[config.mk]
export PLATFORM = sky130hd
export DESIGN_NAME = cswk_ctrl
export DESIGN_NICKNAME = d
export VERILOG_FILES = /design/src/rtl/cswk_ctrl.v
export VERILOG_INCLUDE_DIRS = /design/src /design/src/rtl
export SDC_FILE = /design/constraint.sdc
export NUM_CORES = 1
export LEC_CHECK = 0
export BUFFER_PORTS_ARGS = -buffer_cell sky130_fd_sc_hd__buf_4
export CELL_PAD_IN_SITES_DETAIL_PLACEMENT = 1
export CELL_PAD_IN_SITES_GLOBAL_PLACEMENT = 1
export CORE_UTILIZATION = 50
export DETAILED_ROUTE_END_ITERATION = 16
export GPL_TIMING_DRIVEN = 0
export PLACE_DENSITY_LB_ADDON = 0.1
export SYNTH_ARGS = -nofsm -noshare
export SYNTH_HDL_FRONTEND = slang
export SYNTH_SLANG_ARGS = --single-unit
export TNS_END_PERCENT = 1
[constraint.sdc]
create_clock -name ref_clk -period 4.25 [get_ports ref_clk]
set_clock_uncertainty 0.15 [all_clocks]
set_input_delay 0.425 -clock ref_clk [delete_from_list [all_inputs] [get_ports ref_clk]]
set_output_delay 0.425 -clock ref_clk [all_outputs]
set_load 0.05 [all_outputs]
[src/rtl/cswk_map.vh]
// register offsets, field positions, reset values and timing counts of the wake control block
`ifndef CSWK_MAP_VH
`define CSWK_MAP_VH

// register offsets
`define CSWK_MODE      8'h00
`define CSWK_STAT      8'h01
`define CSWK_ECNT      8'h02
`define CSWK_CTRL      8'h03
`define CSWK_QPB       8'h04
`define CSWK_SPT       8'h05
`define CSWK_CLKSEL    8'h06
`define CSWK_FDFILT    8'h07
`define CSWK_OSC_H     8'h08
`define CSWK_OSC_L     8'h09
`define CSWK_TRIM      8'h0a
`define CSWK_OPT       8'h0b
`define CSWK_ID_W      6'h04
`define CSWK_MASK_W    6'h05
`define CSWK_PAY_D     5'h03

// status bits
`define CSWK_ST_BWAKE  0
`define CSWK_ST_WUP    1
`define CSWK_ST_WUF    2
`define CSWK_ST_CFGERR 3
`define CSWK_ST_SIL    4

// control bits
`define CSWK_CT_FDEN   0
`define CSWK_CT_HOLD   1
`define CSWK_CT_RXSEL  2
`define CSWK_CT_MEAS   3
`define CSWK_CT_UNLK   5:4

// mode codes
`define CSWK_M_OFF     3'h0
`define CSWK_M_WK      3'h1
`define CSWK_M_SWK     3'h5

// reset values, counter overflow value and unlock code
`define CSWK_QPB_RST   6'h0a
`define CSWK_SPT_RST   6'h33
`define CSWK_FDF_RST   8'h04
`define CSWK_ECNT_OVF  6'h20
`define CSWK_UNLOCKED  2'h3

// timing
`define CSWK_CLK_HZ    50000000
`define CSWK_T_SIL_MS  600
`define CSWK_SIL_CYC   ((`CSWK_CLK_HZ / 1000) * `CSWK_T_SIL_MS)

`endif

[src/rtl/cswk_ctrl.v]
// selective-wake control: mode remap, wake flags, error counter, frame match, oscillator measure
`timescale 1ns/1ps
`include "cswk_map.vh"

//Contract
//- restart from normal: mode 010/011 becomes 001, config error cleared
//- restart from normal: modes 101/110/111 read 101, config error set; off stays off
//- pattern wake in plain wake mode keeps 001, sets bus wake and pattern flags
//- wake from other source leaves mode and bus wake flags alone
//- frame wake inside silence sets frame and pattern flags, else frame flag only
//- counter overflow in selective sleep wakes, sets config error and bus wake, count 100000
//- pattern flag may stay clear after silence, e.g. on counter overflow
//- fail-safe entry forces wake-capable mode without selective wake
//- bus wake restarts when asleep, interrupts in normal or stop
//- any bus wake sets bus wake flag; details readable in flags and count
//- decoder quanta from timing register scaled by clock select, sample point, receiver select
//- frame match uses programmed id, id mask and payload
//- measure enable in mode 000/100 counts low pulse on transmit pin into high and low registers
//- trim writes only with unlock 11 and measure enable; host relocks with 00
//- fd tolerant: skip data phase, no error handling, no wake on fd frames
//- edl 1 marks fd frame and stops decoding; edl 0 handled as classic
//- after fd frame decoder is ready again at its end of frame
//- fd tolerant uses programmable minimum dominant filter
//- fd tolerant off: count up on fd or bad frames, down on good ones
//- fd tolerant on, hold 0: count down on every good frame incl fd
//- fd tolerant and hold both 1: counter cleared and held at zero
//- hold bit cleared when silence timeout expires
//- mode code 000/100 off, 001 wake, 010 rx only, 011 normal, 101/110/111 with selective wake
//- config error 0 means selective wake enabled and no overflow seen
module cswk_ctrl #(
    parameter SIL_CYCLES = `CSWK_SIL_CYC
) (
    input  wire        ref_clk,
    input  wire        rstn,
    input  wire [7:0]  reg_addr,
    input  wire [7:0]  reg_wdata,
    input  wire        reg_wr,
    input  wire        reg_rd,
    output reg  [7:0]  reg_rdata,
    input  wire        in_sleep,
    input  wire        in_normal,
    input  wire        in_stop,
    input  wire        restart_from_normal,
    input  wire        fail_safe_entry,
    input  wire        wake_pattern_det,
    input  wire        frame_edl,
    input  wire        frame_ok,
    input  wire        frame_err,
    input  wire        frame_eof,
    input  wire [31:0] rx_id,
    input  wire [63:0] rx_data,
    input  wire        rx_pin_a,
    input  wire        rx_pin_b,
    input  wire        transmit_data_pin,
    output reg  [2:0]  trx_mode,
    output reg         selective_wake,
    output reg  [7:0]  tq_per_bit,
    output reg  [5:0]  sample_point_cfg,
    output reg         fd_tolerant_en,
    output reg         fd_dom_bit,
    output reg         fd_skip,
    output reg  [7:0]  osc_trim_value,
    output reg  [7:0]  osc_trim_option,
    output reg         restart_req,
    output reg         wake_irq
);

// ------------------------------------------------------------
// state
// ------------------------------------------------------------
reg [2:0]  mode;
reg        bus_wake_flag;
reg        wup_flag;
reg        wuf_flag;
reg        swk_config_error;
reg [5:0]  frame_error_count;
reg        error_count_hold;
reg        frame_detect_receiver_sel;
reg        osc_measure_en;
reg [1:0]  trim_unlock;
reg [5:0]  quanta_per_bit_cfg;
reg [1:0]  clk_sel;
reg [7:0]  fd_tolerant_cfg;
reg [15:0] osc_count;
reg [15:0] osc_meas;
reg [31:0] wake_id_cfg;
reg [31:0] wake_id_mask_cfg;
reg [63:0] wake_payload_cfg;
reg [25:0] sil_cnt;
reg        silence;
reg [2:0]  tx_sync;
reg [1:0]  rxa_sync;
reg [1:0]  rxb_sync;
reg [7:0]  dom_cnt;

// ------------------------------------------------------------
// combinational helpers
// ------------------------------------------------------------
wire wr_mode = reg_wr && (reg_addr == `CSWK_MODE);
wire wr_stat = reg_wr && (reg_addr == `CSWK_STAT);
wire wr_ctrl = reg_wr && (reg_addr == `CSWK_CTRL);
wire unlocked = (trim_unlock == `CSWK_UNLOCKED) && osc_measure_en;
wire swk_on = mode[2] && (mode[1:0] != 2'h0) && !swk_config_error;
wire rx_sel = frame_detect_receiver_sel ? rxb_sync[1] : rxa_sync[1];
wire dominant = !rx_sel;
wire id_hit = (((rx_id ^ wake_id_cfg) & ~wake_id_mask_cfg) == 32'h0000_0000);
wire pay_hit = (wake_payload_cfg == 64'h0) || ((rx_data & wake_payload_cfg) != 64'h0);
wire good_classic = frame_ok && !fd_skip;
wire fd_frame = frame_edl && !fd_skip;
wire wuf_event = in_sleep && swk_on && good_classic && id_hit && pay_hit;
wire wup_event = wake_pattern_det && (in_sleep ? (mode == `CSWK_M_WK) || (mode[2] && mode[1:0] != 2'h0 && !swk_on)
                                               : (mode != `CSWK_M_OFF) && (mode[1:0] != 2'h0));
wire ovf_event = in_sleep && swk_on && (frame_error_count == `CSWK_ECNT_OVF - 6'h01)
                 && (fd_tolerant_en ? (frame_err && !fd_skip) : (frame_err || fd_frame));
wire any_wake = wuf_event || wup_event || ovf_event;

// ------------------------------------------------------------
// synchronisers and bus silence
// ------------------------------------------------------------
always @(posedge ref_clk or negedge rstn) begin
    if (!rstn) begin
        tx_sync  <= 3'h7;
        rxa_sync <= 2'h3;
        rxb_sync <= 2'h3;
        sil_cnt  <= 26'h0;
        silence  <= 1'b0;
    end else begin
        tx_sync  <= {tx_sync[1:0], transmit_data_pin};
        rxa_sync <= {rxa_sync[0], rx_pin_a};
        rxb_sync <= {rxb_sync[0], rx_pin_b};
        // a dominant level on the selected receiver restarts the silence timer
        if (dominant) begin
            sil_cnt <= 26'h0;
            silence <= 1'b0;
        end else if (sil_cnt == SIL_CYCLES[25:0] - 26'h1) begin
            silence <= 1'b1;
        end else begin
            sil_cnt <= sil_cnt + 26'h1;
        end
    end
end

// ------------------------------------------------------------
// fd tolerant decoding support
// ------------------------------------------------------------
always @(posedge ref_clk or negedge rstn) begin
    if (!rstn) begin
        dom_cnt    <= 8'h00;
        fd_dom_bit <= 1'b0;
        fd_skip    <= 1'b0;
    end else begin
        fd_dom_bit <= 1'b0;
        if (!dominant) begin
            dom_cnt <= 8'h00;
        end else if (dom_cnt != 8'hff) begin
            dom_cnt <= dom_cnt + 8'h01;
        end
        if (fd_tolerant_en && dominant && (dom_cnt + 8'h01 == fd_tolerant_cfg)) begin
            fd_dom_bit <= 1'b1;
        end
        if (frame_eof) begin
            fd_skip <= 1'b0;
        end else if (frame_edl && fd_tolerant_en) begin
            fd_skip <= 1'b1;
        end
    end
end

// ------------------------------------------------------------
// oscillator pulse measurement
// ------------------------------------------------------------
always @(posedge ref_clk or negedge rstn) begin
    if (!rstn) begin
        osc_count <= 16'h0000;
        osc_meas  <= 16'h0000;
    end else if (osc_measure_en && (mode[1:0] == 2'h0)) begin
        if (tx_sync[2] && !tx_sync[1]) begin
            osc_count <= 16'h0001;
        end else if (!tx_sync[1] && osc_count != 16'hffff) begin
            osc_count <= osc_count + 16'h0001;
        end else if (!tx_sync[2] && tx_sync[1]) begin
            osc_meas <= osc_count;
        end
    end
end

// ------------------------------------------------------------
// modes, flags, counter and registers
// ------------------------------------------------------------
always @(posedge ref_clk or negedge rstn) begin
    if (!rstn) begin
        mode                      <= `CSWK_M_OFF;
        bus_wake_flag             <= 1'b0;
        wup_flag                  <= 1'b0;
        wuf_flag                  <= 1'b0;
        swk_config_error          <= 1'b1;
        frame_error_count         <= 6'h00;
        error_count_hold          <= 1'b0;
        frame_detect_receiver_sel <= 1'b0;
        osc_measure_en            <= 1'b0;
        trim_unlock               <= 2'h0;
        fd_tolerant_en            <= 1'b0;
        quanta_per_bit_cfg        <= `CSWK_QPB_RST;
        sample_point_cfg          <= `CSWK_SPT_RST;
        clk_sel                   <= 2'h0;
        fd_tolerant_cfg           <= `CSWK_FDF_RST;
        osc_trim_value            <= 8'h00;
        osc_trim_option           <= 8'h00;
        wake_id_cfg               <= 32'h0;
        wake_id_mask_cfg          <= 32'h0;
        wake_payload_cfg          <= 64'h0;
    end else begin
        // host writes first, hardware events below override them
        if (wr_mode) begin
            mode <= reg_wdata[2:0];
        end
        if (wr_stat) begin
            bus_wake_flag    <= bus_wake_flag & ~reg_wdata[`CSWK_ST_BWAKE];
            wup_flag         <= wup_flag & ~reg_wdata[`CSWK_ST_WUP];
            wuf_flag         <= wuf_flag & ~reg_wdata[`CSWK_ST_WUF];
            swk_config_error <= swk_config_error & ~reg_wdata[`CSWK_ST_CFGERR];
        end
        if (wr_ctrl) begin
            fd_tolerant_en            <= reg_wdata[`CSWK_CT_FDEN];
            error_count_hold          <= reg_wdata[`CSWK_CT_HOLD];
            frame_detect_receiver_sel <= reg_wdata[`CSWK_CT_RXSEL];
            osc_measure_en            <= reg_wdata[`CSWK_CT_MEAS];
            trim_unlock               <= reg_wdata[`CSWK_CT_UNLK];
        end
        if (reg_wr) begin
            case (reg_addr)
                `CSWK_QPB:    quanta_per_bit_cfg <= reg_wdata[5:0];
                `CSWK_SPT:    sample_point_cfg   <= reg_wdata[5:0];
                `CSWK_CLKSEL: clk_sel            <= reg_wdata[1:0];
                `CSWK_FDFILT: fd_tolerant_cfg    <= reg_wdata;
                `CSWK_TRIM: begin
                    if (unlocked) osc_trim_value <= reg_wdata;
                end
                `CSWK_OPT: begin
                    if (unlocked) osc_trim_option <= reg_wdata;
                end
                default: begin
                    if (reg_addr[7:2] == `CSWK_ID_W) begin
                        wake_id_cfg[{reg_addr[1:0], 3'b000} +: 8] <= reg_wdata;
                    end
                    if (reg_addr[7:2] == `CSWK_MASK_W) begin
                        wake_id_mask_cfg[{reg_addr[1:0], 3'b000} +: 8] <= reg_wdata;
                    end
                    if (reg_addr[7:3] == `CSWK_PAY_D) begin
                        wake_payload_cfg[{reg_addr[2:0], 3'b000} +: 8] <= reg_wdata;
                    end
                end
            endcase
        end

        // error counter
        if (fd_tolerant_en && error_count_hold) begin
            frame_error_count <= 6'h00;
        end else if (fd_tolerant_en) begin
            if (frame_err && !fd_skip && frame_error_count != `CSWK_ECNT_OVF) begin
                frame_error_count <= frame_error_count + 6'h01;
            end else if ((good_classic || fd_frame) && frame_error_count != 6'h00) begin
                frame_error_count <= frame_error_count - 6'h01;
            end
        end else begin
            if ((frame_err || frame_edl) && frame_error_count != `CSWK_ECNT_OVF) begin
                frame_error_count <= frame_error_count + 6'h01;
            end else if (frame_ok && frame_error_count != 6'h00) begin
                frame_error_count <= frame_error_count - 6'h01;
            end
        end
        if (!dominant && !silence && sil_cnt == SIL_CYCLES[25:0] - 26'h1) begin
            error_count_hold <= 1'b0;
        end

        // wake flags, set wins over a same-cycle clear
        if (any_wake) begin
            bus_wake_flag <= 1'b1;
        end
        if (wup_event) begin
            wup_flag <= 1'b1;
        end
        if (wuf_event) begin
            wuf_flag <= 1'b1;
            if (silence) begin
                wup_flag <= 1'b1;
            end
        end
        if (ovf_event) begin
            swk_config_error  <= 1'b1;
            frame_error_count <= `CSWK_ECNT_OVF;
        end

        // mode remapping on operating mode changes
        if (restart_from_normal) begin
            if (mode[2] && mode[1:0] != 2'h0) begin
                mode             <= `CSWK_M_SWK;
                swk_config_error <= 1'b1;
            end else if (!mode[2] && mode[1]) begin
                mode             <= `CSWK_M_WK;
                swk_config_error <= 1'b0;
            end
        end
        if (fail_safe_entry) begin
            mode <= `CSWK_M_WK;
        end
    end
end

// ------------------------------------------------------------
// outputs and read port
// ------------------------------------------------------------
always @(posedge ref_clk or negedge rstn) begin
    if (!rstn) begin
        reg_rdata      <= 8'h00;
        trx_mode       <= `CSWK_M_OFF;
        selective_wake <= 1'b0;
        tq_per_bit     <= 8'h00;
        restart_req    <= 1'b0;
        wake_irq       <= 1'b0;
    end else begin
        trx_mode       <= mode;
        selective_wake <= swk_on;
        tq_per_bit     <= {2'b00, quanta_per_bit_cfg} << clk_sel;
        // other wake sources never touch these flags
        restart_req    <= any_wake && in_sleep;
        wake_irq       <= any_wake && !in_sleep && (in_normal || in_stop);
        reg_rdata      <= 8'h00;
        if (reg_rd) begin
            case (reg_addr)
                `CSWK_MODE:   reg_rdata <= {5'h00, mode};
                `CSWK_STAT:   reg_rdata <= {3'h0, silence, swk_config_error, wuf_flag, wup_flag, bus_wake_flag};
                `CSWK_ECNT:   reg_rdata <= {2'h0, frame_error_count};
                `CSWK_CTRL:   reg_rdata <= {2'h0, trim_unlock, osc_measure_en, frame_detect_receiver_sel,
                                            error_count_hold, fd_tolerant_en};
                `CSWK_QPB:    reg_rdata <= {2'h0, quanta_per_bit_cfg};
                `CSWK_SPT:    reg_rdata <= {2'h0, sample_point_cfg};
                `CSWK_CLKSEL: reg_rdata <= {6'h00, clk_sel};
                `CSWK_FDFILT: reg_rdata <= fd_tolerant_cfg;
                `CSWK_OSC_H:  reg_rdata <= osc_meas[15:8];
                `CSWK_OSC_L:  reg_rdata <= osc_meas[7:0];
                `CSWK_TRIM:   reg_rdata <= osc_trim_value;
                `CSWK_OPT:    reg_rdata <= osc_trim_option;
                default: begin
                    if (reg_addr[7:2] == `CSWK_ID_W) begin
                        reg_rdata <= wake_id_cfg[{reg_addr[1:0], 3'b000} +: 8];
                    end else if (reg_addr[7:2] == `CSWK_MASK_W) begin
                        reg_rdata <= wake_id_mask_cfg[{reg_addr[1:0], 3'b000} +: 8];
                    end else if (reg_addr[7:3] == `CSWK_PAY_D) begin
                        reg_rdata <= wake_payload_cfg[{reg_addr[2:0], 3'b000} +: 8];
                    end
                end
            endcase
        end
    end
end

endmodule

Yosys cells after proc, flatten, opt, wreduce, memory -nomap -nowiden

Index checks and enable logic that the tools add are counted.

$add $sub $neg: 7
Multipliers: 0
Div/mod/pow operators: 0
Magnitude comparators: 0
Eq/ne operators: 25
Shift operators: 8
Mux-type cells: 49
Bitwise operators: 15
Reductions and logical operators: 81

Operator list:

| operator                 | count |
|---|---|
| $pmux W8 S12             | 1 |
| $and A64 B64 Y64         | 1 |
| $bwmux W32               | 2 |
| $bwmux W64               | 1 |
| $logic_not A64 Y1        | 1 |
| $reduce_bool A64 Y1      | 1 |
| $shift A8 B8 Y64 const A | 1 |
| $shiftx A32 B6 Y8        | 2 |
| $shiftx A64 B7 Y8        | 1 |
| $shiftx A8 B8 Y64        | 1 |
| $mux W26                 | 2 |
| $mux W8                  | 6 |
| $mux W6                  | 7 |
| $logic_and A1 B1 Y1      | 36 |
| $and A32 B32 Y32         | 1 |
| $eq A8 B3 Y1 const B     | 4 |
| $eq A8 B4 Y1 const B     | 4 |
| $logic_not A32 Y1        | 1 |
| $mux W16                 | 2 |
| $not A32 Y32             | 1 |
| $shift A8 B7 Y32 const A | 1 |
| $shiftx A8 B7 Y32        | 1 |
| $xor A32 B32 Y32         | 1 |
| $add A26 B1 Y26 const B  | 1 |
| 38 further kinds         | 105 |

Flip-flop bits (word level): 283
Bits in latches: 0
Memory bits (writable): 0
Memory bits (read-only): 0
Input bits: 129
Logic and storage cells: 221
Memories: 0

Depth between registers and ports, before layout

Gate-level depths: netlist of the first run.

Depth after elaboration: 12
Depth in mapped cells: 12
Gate-level depth less buffers: 8

Worst setup path before layout of the first run

No wires, ideal clock.

Kind: input to register
Start: input port reg_addr[1]
End: register wake_payload_cfg[0]
Arrival time: 2.665 ns
Slack: 1.310 ns
Stages: 8
Buffers on the path: 2
Cell sequence: clkbuf_1 > buf_1 > inv_1 > ha_1 > ha_1 > nor4b_1 > nand4_1 > mux2_2

Longest elaborated chain between the ends: 4

Ends and longest elaborated chain:

| what                                               | line            | source |
|---|---|---|
| from (decl)                                        | cswk_ctrl.v:35  | `input wire [7:0] reg_addr,` |
| branches (longest 4 deep; another with $neg A6 Y8) | --              |  |
| to (signal, indexed assignment)                    | cswk_ctrl.v:250 | `wake_payload_cfg[{reg_addr[2:0], 3'b000} +: 8] <= reg_wdata;` |
| to (decl)                                          | cswk_ctrl.v:88  | `reg [63:0] wake_payload_cfg;` |

Parallel ways; which one is timed is not known.
A chain may end at the register's enable or synchronous reset.

Worst setup path in the final report of the first run

Start: input port reg_addr[1]
End: register reg_rdata[2]

Longest elaborated chain between the ends: 6

Ends and longest elaborated chain:

| what                 | line            | source |
|---|---|---|
| $shiftx A64 B7 Y8    | cswk_ctrl.v:350 | `reg_rdata <= wake_payload_cfg[{reg_addr[2:0], 3'b000} +: 8];` |
| $mux W8              | cswk_ctrl.v:349 | `` end else if (reg_addr[7:3] == `CSWK_PAY_D) begin `` |
| $mux W8              | cswk_ctrl.v:347 | `` end else if (reg_addr[7:2] == `CSWK_MASK_W) begin `` |
| $mux W8              | cswk_ctrl.v:345 | `` if (reg_addr[7:2] == `CSWK_ID_W) begin `` |
| $pmux W8 S12 *       | cswk_ctrl.v:330 | `case (reg_addr)` |
| $mux W8 *            | cswk_ctrl.v:329 | `if (reg_rd) begin` |
| to (signal assigned) | cswk_ctrl.v:331 | `` `CSWK_MODE: reg_rdata <= {5'h00, mode}; `` |
| to (signal assigned) | cswk_ctrl.v:346 | `reg_rdata <= wake_id_cfg[{reg_addr[1:0], 3'b000} +: 8];` |
| to (signal assigned) | cswk_ctrl.v:348 | `reg_rdata <= wake_id_mask_cfg[{reg_addr[1:0], 3'b000} +: 8];` |
| to (decl)            | cswk_ctrl.v:39  | `output reg [7:0] reg_rdata,` |

Every way passes the cells marked *; elsewhere a longest branch is shown, timed or not.

==> flow_summary.json, run 1 <==
{
  "fmax_ghz": 0.2682,
  "rows": 62,
  "yosysTopAreaCell": "dfrtp_1",
  "antenna_cells": 0,
  "overflow": 0,
  "syn-num-nets": 1528,
  "yosys_most_used_dff": "dfrtp_1",
  "nets": 1745,
  "tritoncts.num_buffers": 31,
  "die_w_um": 172.8,
  "outcome": "completed",
  "drt_wl_total_um": 54050,
  "crit_fanout": 10,
  "p_int_uw": 4914,
  "syn_inst": 1385,
  "htreeDepth": 1,
  "netlist_area_sq_mm": 0.01459,
  "netSwitchingPower_uw": 1756,
  "dp_hpwl_um": 38830,
  "p_per_area_mw_per_mm2": 377.4,
  "pin_count": 176,
  "port_buffers": 172,
  "drcViolationCount": 0,
  "cts.sinks": 283,
  "tightestPinTransition_ns": 1.038,
  "syn_to_final_growth_pct": 21.11,
  "grt_usage_pct": 36.35,
  "pwr-share-clk_pct": 45.2,
  "firstDrtPassIters": 7,
  "crit_path_end_kind": "flop",
  "grt_max_degree": 107,
  "yosysWarnings": 0,
  "post_cts_resize_count": 0,
  "cp.arrival_ns": 4.02,
  "routedWlPerCell_um": 26.88,
  "drt_iter0_drc": 1450,
  "cts_setup_buffers": 0,
  "die_area_sq_mm": 0.02987,
  "yosysSeqAreaShare_pct": 48.66,
  "hold_viol": 0,
  "place_congestion": 0.9503,
  "synth_common_cells": "dfrtp_1, nand2_1, o21ai_0",
  "initial_utilization_pct": 50.84,
  "synthArstFlopShare_pct": 100.0,
  "antenna_found_initial": 0,
  "grt_pass1_wl_um": 83320,
  "synth-seq-cells": 283,
  "cts_tree": "yes",
  "cp-start-kind": "input pin",
  "vias": 13160,
  "synth_cell_types": 77,
  "synth.top_cells.by_area": "dfrtp_1, mux2_2, nand2_1",
  "cap_violations": 0,
  "fillers": 3131,
  "pwr-share-seq_pct": 42.7,
  "power_uw": 6670,
  "hp-class": "input pin to flop",
  "rrSetupSlack_ns": 1.33,
  "pwr-share-comb_pct": 12.1,
  "syn_avg_cell_area_sq_um": 10.54,
  "fin_crit_sh_pct": 87.72,
  "vias_per_cell": 6.544,
  "ir_worst_vdd_uv": 311.4,
  "leakage_uw": 0.007700,
  "rsz0062_at_grt": "no",
  "cts_max_path_buffers": 3,
  "layout-drive-gt1-share_pct": 24.28,
  "clkLatencyLatePin_ns": 0.59,
  "slew_headroom_pct": 30.25,
  "whs_ns": 0.007658,
  "cts-root-buf": "clkbuf_16",
  "path_class": "input pin to flop",
  "die_y_um": 172.8,
  "finalMaxSlewViolations": 0,
  "switching_share_pct": 26.33,
  "crit_required_ns": 4.54,
  "setup_tns_ns": 0,
  "yosys.area.top_type_share_pct": 45.96,
  "post-synth-top-count-cell": "dfrtp_1",
  "ant_nets": 0,
  "first_global_vias": 13460,
  "path_clk_slew_ns": 0.06,
  "synth_edf_count": 0,
  "coreArea_sq_mm": 0.02870,
  "setup_viol": 0,
  "min_period_ns": 3.728
}
-- power by group through the flow --
stage	Sequential, uW	Combinational [uW]	Clock (uW)
6_report	2850	804	3020
5_1_grt	2860	863	3130
4_1_cts	2850	793	3030
3_5_place_dp	2890	778	0
3_3_place_gp	2890	741	0
2_1_floorplan	2890	397	0
-- area by class of cell --
| type | instances | area, sq um | share of cell area (%) |
|---|---|---|---|
| multi-input cells | 1007 | 7082 | 40.07 |
| plain buffers | 77 | 342.8 | 1.940 |
| repair buffers | 184 | 1454 | 8.227 |
| clock inverters | 12 | 193.9 | 1.097 |
| well taps | 384 | 480.5 | 2.719 |
| clock buffers | 46 | 952.2 | 5.388 |
| flip-flops and latches | 283 | 7101 | 40.18 |
| inverters | 18 | 67.56 | 0.3823 |
-- cell families (layout without fill, tap and decap cells) --
family | after synthesis | in the layout | synth area share, %
and+or+nand+nor | 472 | 472 | 15.93
AOI/OAI and AO/OA | 320 | 320 | 14.82
xor gates and xnor gates | 71 | 71 | 4.261
muxes | 130 | 130 | 12.31
DFF | 283 | 283 | 48.66
buffers and inverters | 95 | 337 | 2.812
adders and majority gates | 14 | 14 | 1.200
-- worst max-delay path: stages --
cell and delay, ns:
buf_4 0.12, clkbuf_1 0.40, buf_1 0.66, inv_1 0.23, ha_1 0.28, clkbuf_1 0.24
clkbuf_1 0.39, a222oi_1 0.47, a21oi_1 0.16, o211ai_1 0.21, o211ai_1 0.16, o21a_1 0.27
-- worst paths after layout --
kind,from,endpoint,cells after the start
worst max register to register,wake_payload_cfg[2],wake_irq,6
worst max-delay path,reg_addr[1],reg_rdata[2],12
max in group asynchronous,rstn,sample_point_cfg[5],3
worst min-delay path,in_normal,wake_irq,3
worst min register to register,rxb_sync[0],rxb_sync[1],0
min in group asynchronous,rstn,osc_count[14],2
-- timing repair --
action | in CTS | in global routing
hold buffers | 10 | 0
hold endpoints to repair | 107 | 0
endpoints found under the setup margin | 0 | 0
-- through the flow --
step                setup WS (ns)  area [sq um]  utilization (%)  cells
floorplan                   1.310         14590                -   1385
finish                     0.5218         17670            61.57   2011
detailed placement         0.2031         16430            57.23   1943
CTS                        0.7415         17670            61.57   2011
global placement           0.1636         16360            57.01   1941
global route               0.4718         17670            61.57   2011
-- sequential cells by signal, indices dropped and copies added (netlist names), 3 cells and up --
| signal | flops |
|---|---|
| fd_tolerant_cfg | 8 |
| reg_rdata | 8 |
| sample_point_cfg | 6 |
| dom_cnt | 8 |
| tx_sync | 3 |
| wake_id_mask_cfg | 32 |
| osc_trim_option | 8 |
| tq_per_bit | 8 |
| osc_meas | 16 |
| wake_id_cfg | 32 |
| mode | 3 |
| wake_payload_cfg | 64 |
| osc_trim_value | 8 |
| frame_error_count | 6 |
| sil_cnt | 26 |
| trx_mode | 3 |
| quanta_per_bit_cfg | 6 |
| osc_count | 16 |
-- cells in the final DEF, fill, tap and decap left out, types with 16 or more instances in the layout --
master and instances:
o31ai_1 44, a21oi_1 33, o22ai_1 16, dfrtp_1 268, nand2_1 209, mux4_2 32
buf_4 177, nor3_1 26, a221oi_1 22, nand2b_1 17, nand3_1 38, mux2_2 70
o21ai_0 93, clkbuf_16 31, mux2i_1 22, nor2_1 63, inv_1 18, clkbuf_1 50
a22o_1 22, xnor2_1 58, and3_1 18, nor4_1 23, buf_2 17, nand4_1 20
-- layer usage --
layer	GRT usage, %	up-vias	part of all wire (%)	wire length, um
li1	-	5541	-	-
met1	50.13	6788	42	22440
met2	58.17	683	47	25220
met3	6.530	148	8.2	4444
met4	12.32	0	3.6	1959
met5	0	-	0	0
No activity file was read; power rests on OpenSTA's default activity.
==> run 2, diff against run 1 <==
==> constraint.sdc (replaced) <==
create_clock -name ref_clk -period 4.25 [get_ports ref_clk]
set_clock_uncertainty 0.15 [all_clocks]
set_input_delay 0.85 -clock ref_clk [delete_from_list [all_inputs] [get_ports ref_clk]]
set_output_delay 0.85 -clock ref_clk [all_outputs]
set_load 0.05 [all_outputs]
==> flow_summary.json, run 2 (synthesis results as in run 1) <==
{
  "outcome": "completed",
  "whs_ns": 0.1933,
  "initial_utilization_pct": 50.84,
  "slew_headroom_pct": 33.48,
  "pwr-share-comb_pct": 12.0,
  "largest_reg_flops": 64,
  "first_global_vias": 13360,
  "fmax_ghz": 0.2404,
  "vias_per_cell": 6.529,
  "die_area_sq_mm": 0.02987,
  "startpoint": "reg_addr[1]",
  "grt_usage_pct": 36.20,
  "layout-drive-gt1-share_pct": 24.43,
  "critPathMaxStageDelay_ns": 0.68,
  "nets": 1735,
  "path_cells": "buf_4 -> clkbuf_1 -> buf_1 -> inv_1 -> ha_1 -> clkbuf_1 -> clkbuf_1 -> a222oi_1 -> a21oi_1 -> o211ai_1 -> o211ai_1 -> o21a_1",
  "overflow": 0,
  "firstDrtPassIters": 7,
  "grt_max_degree": 107,
  "tightestPinTransition_ns": 0.9895,
  "r2r-start": "wake_payload_cfg[2]",
  "ctsHoldBuffers": 0,
  "pin_count": 176,
  "routedWlPerCell_um": 26.90,
  "crit_top_cell": "clkbuf_1",
  "reg_top3": "wake_payload_cfg: 64 flops, wake_id_cfg: 32 flops, wake_id_mask_cfg: 32 flops",
  "cap_violations": 0,
  "cts_tree": "yes",
  "clkLatencyLatePin_ns": 0.58,
  "vias": 13070,
  "fillers": 3134,
  "rsz0062_at_grt": "no",
  "switching_share_pct": 26.32,
  "antenna_found_initial": 0,
  "crit_fanout": 10,
  "dp_cells": 1943,
  "p_int_uw": 4908,
  "multi_input_area_sq_mm": 0.007082,
  "htreeDepth": 1,
  "netSwitchingPower_uw": 1753,
  "coreArea_sq_mm": 0.02870,
  "fin_crit_sh_pct": 97.88,
  "place_congestion": 0.9503,
  "cp-start-kind": "input pin",
  "drt_iter0_drc": 1483,
  "syn_to_final_growth_pct": 20.42,
  "grt_pass1_wl_um": 82940,
  "pwr-share-clk_pct": 45.3,
  "crit_path_end_kind": "flop",
  "hp-class": "input pin to asynchronous set/reset pin",
  "cts_max_path_buffers": 3,
  "dp_hpwl_um": 38830,
  "register_area_sq_mm": 0.007101,
  "cts.sinks": 283,
  "layout_commonest_cell": "dfrtp_1",
  "min_period_ns": 4.160,
  "path_class": "input pin to flop",
  "antenna_cells": 0,
  "cts_setup_buffers": 0,
  "final_cells": 2001,
  "die_w_um": 172.8,
  "cts-root-buf": "clkbuf_16",
  "leakage_uw": 0.007656,
  "ant_nets": 0,
  "setup_viol": 0,
  "cp.arrival_ns": 4.45,
  "drcViolationCount": 0,
  "rows": 62,
  "tritoncts.num_buffers": 31,
  "hold_viol": 0,
  "die_y_um": 172.8,
  "path_clk_slew_ns": 0.06,
  "crit_required_ns": 4.54,
  "p_per_area_mw_per_mm2": 379.1,
  "cp_slowest_cell": "buf_1",
  "ir_worst_vdd_uv": 311.0,
  "top_register": "wake_payload_cfg",
  "finalMaxSlewViolations": 0,
  "drt_wl_total_um": 53830,
  "port_buffers": 172,
  "rrSetupSlack_ns": 1.34,
  "pwr-share-seq_pct": 42.8,
  "final_cell_mix": "dfrtp_1, nand2_1, buf_4, o21ai_0, mux2_2",
  "post_cts_resize_count": 0
}
[run 2: layer usage]
layer | wire length, um | track usage, %
met3 | 4442 | 6.552
met4 | 1823 | 12.35
met2 | 25190 | 57.73
met5 | 0 | 0
met1 | 22370 | 50.03
[run 2: cell type report]
type                    instances  area share, %
inverters                      18         0.3845
plain buffers                  77          1.951
multi-input cells            1007          40.30
flip-flops and latches        283          40.41
repair buffers                174          7.704
clock inverters                12          1.104
well taps                     384          2.734
clock buffers                  46          5.418
[run 2: worst paths after layout]
kind,end,depth (start not counted)
worst max register to register,wake_irq,6
worst max-delay path,reg_rdata[2],12
max in group asynchronous,sample_point_cfg[5],2
worst min-delay path,osc_count[14],1
min in group ref_clk,rxa_sync[1],0
worst min register to register,rxa_sync[1],0
[run 2: through the flow]
stage                     utilization [%]  worst slack [ns]  power (uW)  instance area [sq um]  setup TNS, ns
after CTS                           61.22            0.3165        6660                  17570              0
after floorplan                         -            0.8854        3290                  14590              0
after global routing                61.22           0.04682        6837                  17570              0
final                               61.22           0.09023        6662                  17570              0
after global placement              57.01           -0.2614        3630                  16360         -64.96
after detailed placement            57.23           -0.2219        3670                  16430         -6.270
[run 2: power groups by stage]
stage	Combinational, uW	Clock, uW	Sequential, uW
after global placement	741	0	2890
after CTS	786	3030	2850
after floorplan	397	0	2890
after detailed placement	778	0	2890
final	797	3010	2850
after global routing	856	3130	2860
[run 2: worst max-delay path: cells and delay by family]
| kind | cells | cell delay (ns) |
|---|---|---|
| fa+ha+maj | 1 | 0.28 |
| buf+inv | 6 | 2.05 |
| compound gates | 5 | 1.25 |
==> run 3, diff against run 2 <==
--- a/config.mk
+++ b/config.mk
@@ -6,10 +6,12 @@
 export SDC_FILE = /design/constraint.sdc
 export NUM_CORES = 1
 export LEC_CHECK = 0
+export ABC_AREA = 0
 export BUFFER_PORTS_ARGS = -buffer_cell sky130_fd_sc_hd__buf_4
 export CELL_PAD_IN_SITES_DETAIL_PLACEMENT = 1
 export CELL_PAD_IN_SITES_GLOBAL_PLACEMENT = 1
-export CORE_UTILIZATION = 50
+export CORE_UTILIZATION = 46
+export CTS_CLUSTER_DIAMETER = 30
 export DETAILED_ROUTE_END_ITERATION = 16
 export GPL_TIMING_DRIVEN = 0
 export PLACE_DENSITY_LB_ADDON = 0.1
==> constraint.sdc (replaced) <==
create_clock -name ref_clk -period 4.44 [get_ports ref_clk]
set_clock_uncertainty 0.15 [all_clocks]
set_input_delay 0.888 -clock ref_clk [delete_from_list [all_inputs] [get_ports ref_clk]]
set_output_delay 0.888 -clock ref_clk [all_outputs]
set_load 0.05 [all_outputs]
==> flow_summary.json, run 3 (synthesis results as in run 1) <==
{
  "outcome": "completed",
  "finalMaxSlewViolations": 0,
  "layout-drive-gt1-share_pct": 27.12,
  "ctsHoldBuffers": 0,
  "crit_fanout": 10,
  "final_cell_mix": "dfrtp_1, nand2_1, buf_4, o21ai_0, clkbuf_16",
  "cp-start-kind": "input pin",
  "hold_viol": 0,
  "path_class": "input pin to flop",
  "grt_usage_pct": 34.84,
  "overflow": 0,
  "initial_utilization_pct": 47.21,
  "post_cts_resize_count": 0,
  "syn_to_final_growth_pct": 29.23,
  "routedWlPerCell_um": 26.69,
  "design_area_sq_mm": 0.01886,
  "firstDrtPassIters": 5,
  "cts_max_path_buffers": 3,
  "ir_worst_vdd_uv": 381.0,
  "grt_max_degree": 117,
  "ant_nets": 0,
  "setup_viol": 0,
  "drcViolationCount": 0,
  "nets": 1776,
  "power_uw": 8647,
  "crit_required_ns": 4.71,
  "clkLatencyLatePin_ns": 0.57,
  "cts_tree": "yes",
  "top_register": "wake_payload_cfg",
  "p_per_area_mw_per_mm2": 458.5,
  "dp_hpwl_um": 39270,
  "drt_wl_total_um": 55660,
  "reg_top3": "wake_payload_cfg: 64 flops, wake_id_cfg: 32 flops, wake_id_mask_cfg: 32 flops",
  "tightestPinTransition_ns": 0.9344,
  "die_y_um": 180.1,
  "drt_iter0_drc": 1261,
  "die_w_um": 180.1,
  "die_area_sq_mm": 0.03244,
  "path_cells": "buf_4 -> clkbuf_1 -> buf_1 -> inv_1 -> ha_1 -> ha_1 -> nor3b_2 -> nand4b_1 -> clkbuf_1 -> nand2_1 -> o31ai_1",
  "whs_ns": 0.1994,
  "pin_count": 176,
  "cap_violations": 0,
  "port_buffers": 172,
  "vias": 13200,
  "coreArea_sq_mm": 0.03091,
  "cp_slowest_cell": "buf_1",
  "rows": 64,
  "crit_path_end_kind": "flop",
  "critPathMaxStageDelay_ns": 0.68,
  "antenna_cells": 0,
  "rsz0062_at_grt": "no",
  "path_clk_slew_ns": 0.04,
  "fin_crit_sh_pct": 95.79,
  "hp-class": "flop to flop",
  "leakage_uw": 0.008265,
  "first_global_vias": 14120,
  "min_period_ns": 4.253,
  "antenna_found_initial": 1,
  "grt_pass1_wl_um": 85440,
  "post_dp_cell_area_sq_mm": 0.01644,
  "place_congestion": 0.9400,
  "fmax_ghz": 0.2351,
  "tritoncts.num_buffers": 72,
  "vias_per_cell": 6.330,
  "layout_commonest_cell": "dfrtp_1",
  "cts_setup_buffers": 0,
  "largest_reg_flops": 64,
  "cp.arrival_ns": 4.53,
  "slew_headroom_pct": 35.92,
  "htreeDepth": 3,
  "cts.sinks": 283,
  "cts-root-buf": "clkbuf_16"
}
-- run 3: area by class of cell --
| cell class | instances | area (sq um) |
|---|---|---|
| well taps | 396 | 495.5 |
| plain buffers | 77 | 342.8 |
| repair buffers | 174 | 1354 |
| fillers | 3288 | 12050 |
| flip-flops and latches | 283 | 7101 |
| clock buffers | 99 | 2053 |
| inverters | 18 | 67.56 |
| clock inverters | 31 | 362.8 |
| multi-input cells | 1007 | 7082 |
-- run 3: metal layers --
metal | up-vias | GRT usage, % | part of all wire (%)
li1 | 5658 | - | -
met1 | 6727 | 44.95 | 40
met2 | 655 | 55.00 | 47
met3 | 158 | 9.317 | 9.2
met4 | 0 | 15.86 | 4.0
met5 | - | 0 | 0
-- run 3: power by group --
part / internal, uW / total (uW) / switching (uW)
combinational: 284 / 761 / 477
sequential: 2660 / 2730 / 75.4
clock: 3520 / 5150 / 1640
-- run 3: through the flow --
stage | TNS (ns) | cells | worst slack [ns] | util [%]
6_report | 0 | 2085 | 0.1871 | 61.01
5_1_grt | 0 | 2085 | 0.08007 | 61.01
4_1_cts | 0 | 2085 | 0.2717 | 61.01
3_5_place_dp | -8.849 | 1955 | -0.2818 | 53.19
3_3_place_gp | -44.10 | 1953 | -0.2473 | 52.99
2_1_floorplan | 0 | 1385 | 1.037 | -
-- run 3: worst paths after layout --
kind                       slack [ns]              endpoint           startpoint  cells past startpoint
setup / recovery                 0.19  wake_payload_cfg[37]          reg_addr[1]                     11
hold / removal                   0.20           rxb_sync[1]          rxb_sync[0]                      0
setup reg to reg                 1.51              wake_irq  wake_payload_cfg[6]                      6
hold reg to reg                  0.20           rxb_sync[1]          rxb_sync[0]                      0
max in group asynchronous        2.51  wake_payload_cfg[43]                 rstn                      3
min in group asynchronous        0.21          osc_count[4]                 rstn                      1
-- run 3: worst max-delay path: cells and delay by family --
kind / cells / cell delay, ns
simple gates: 3 / 0.95
buf+inv: 5 / 1.91
fa+ha+maj: 2 / 0.67
compound gates: 1 / 0.09
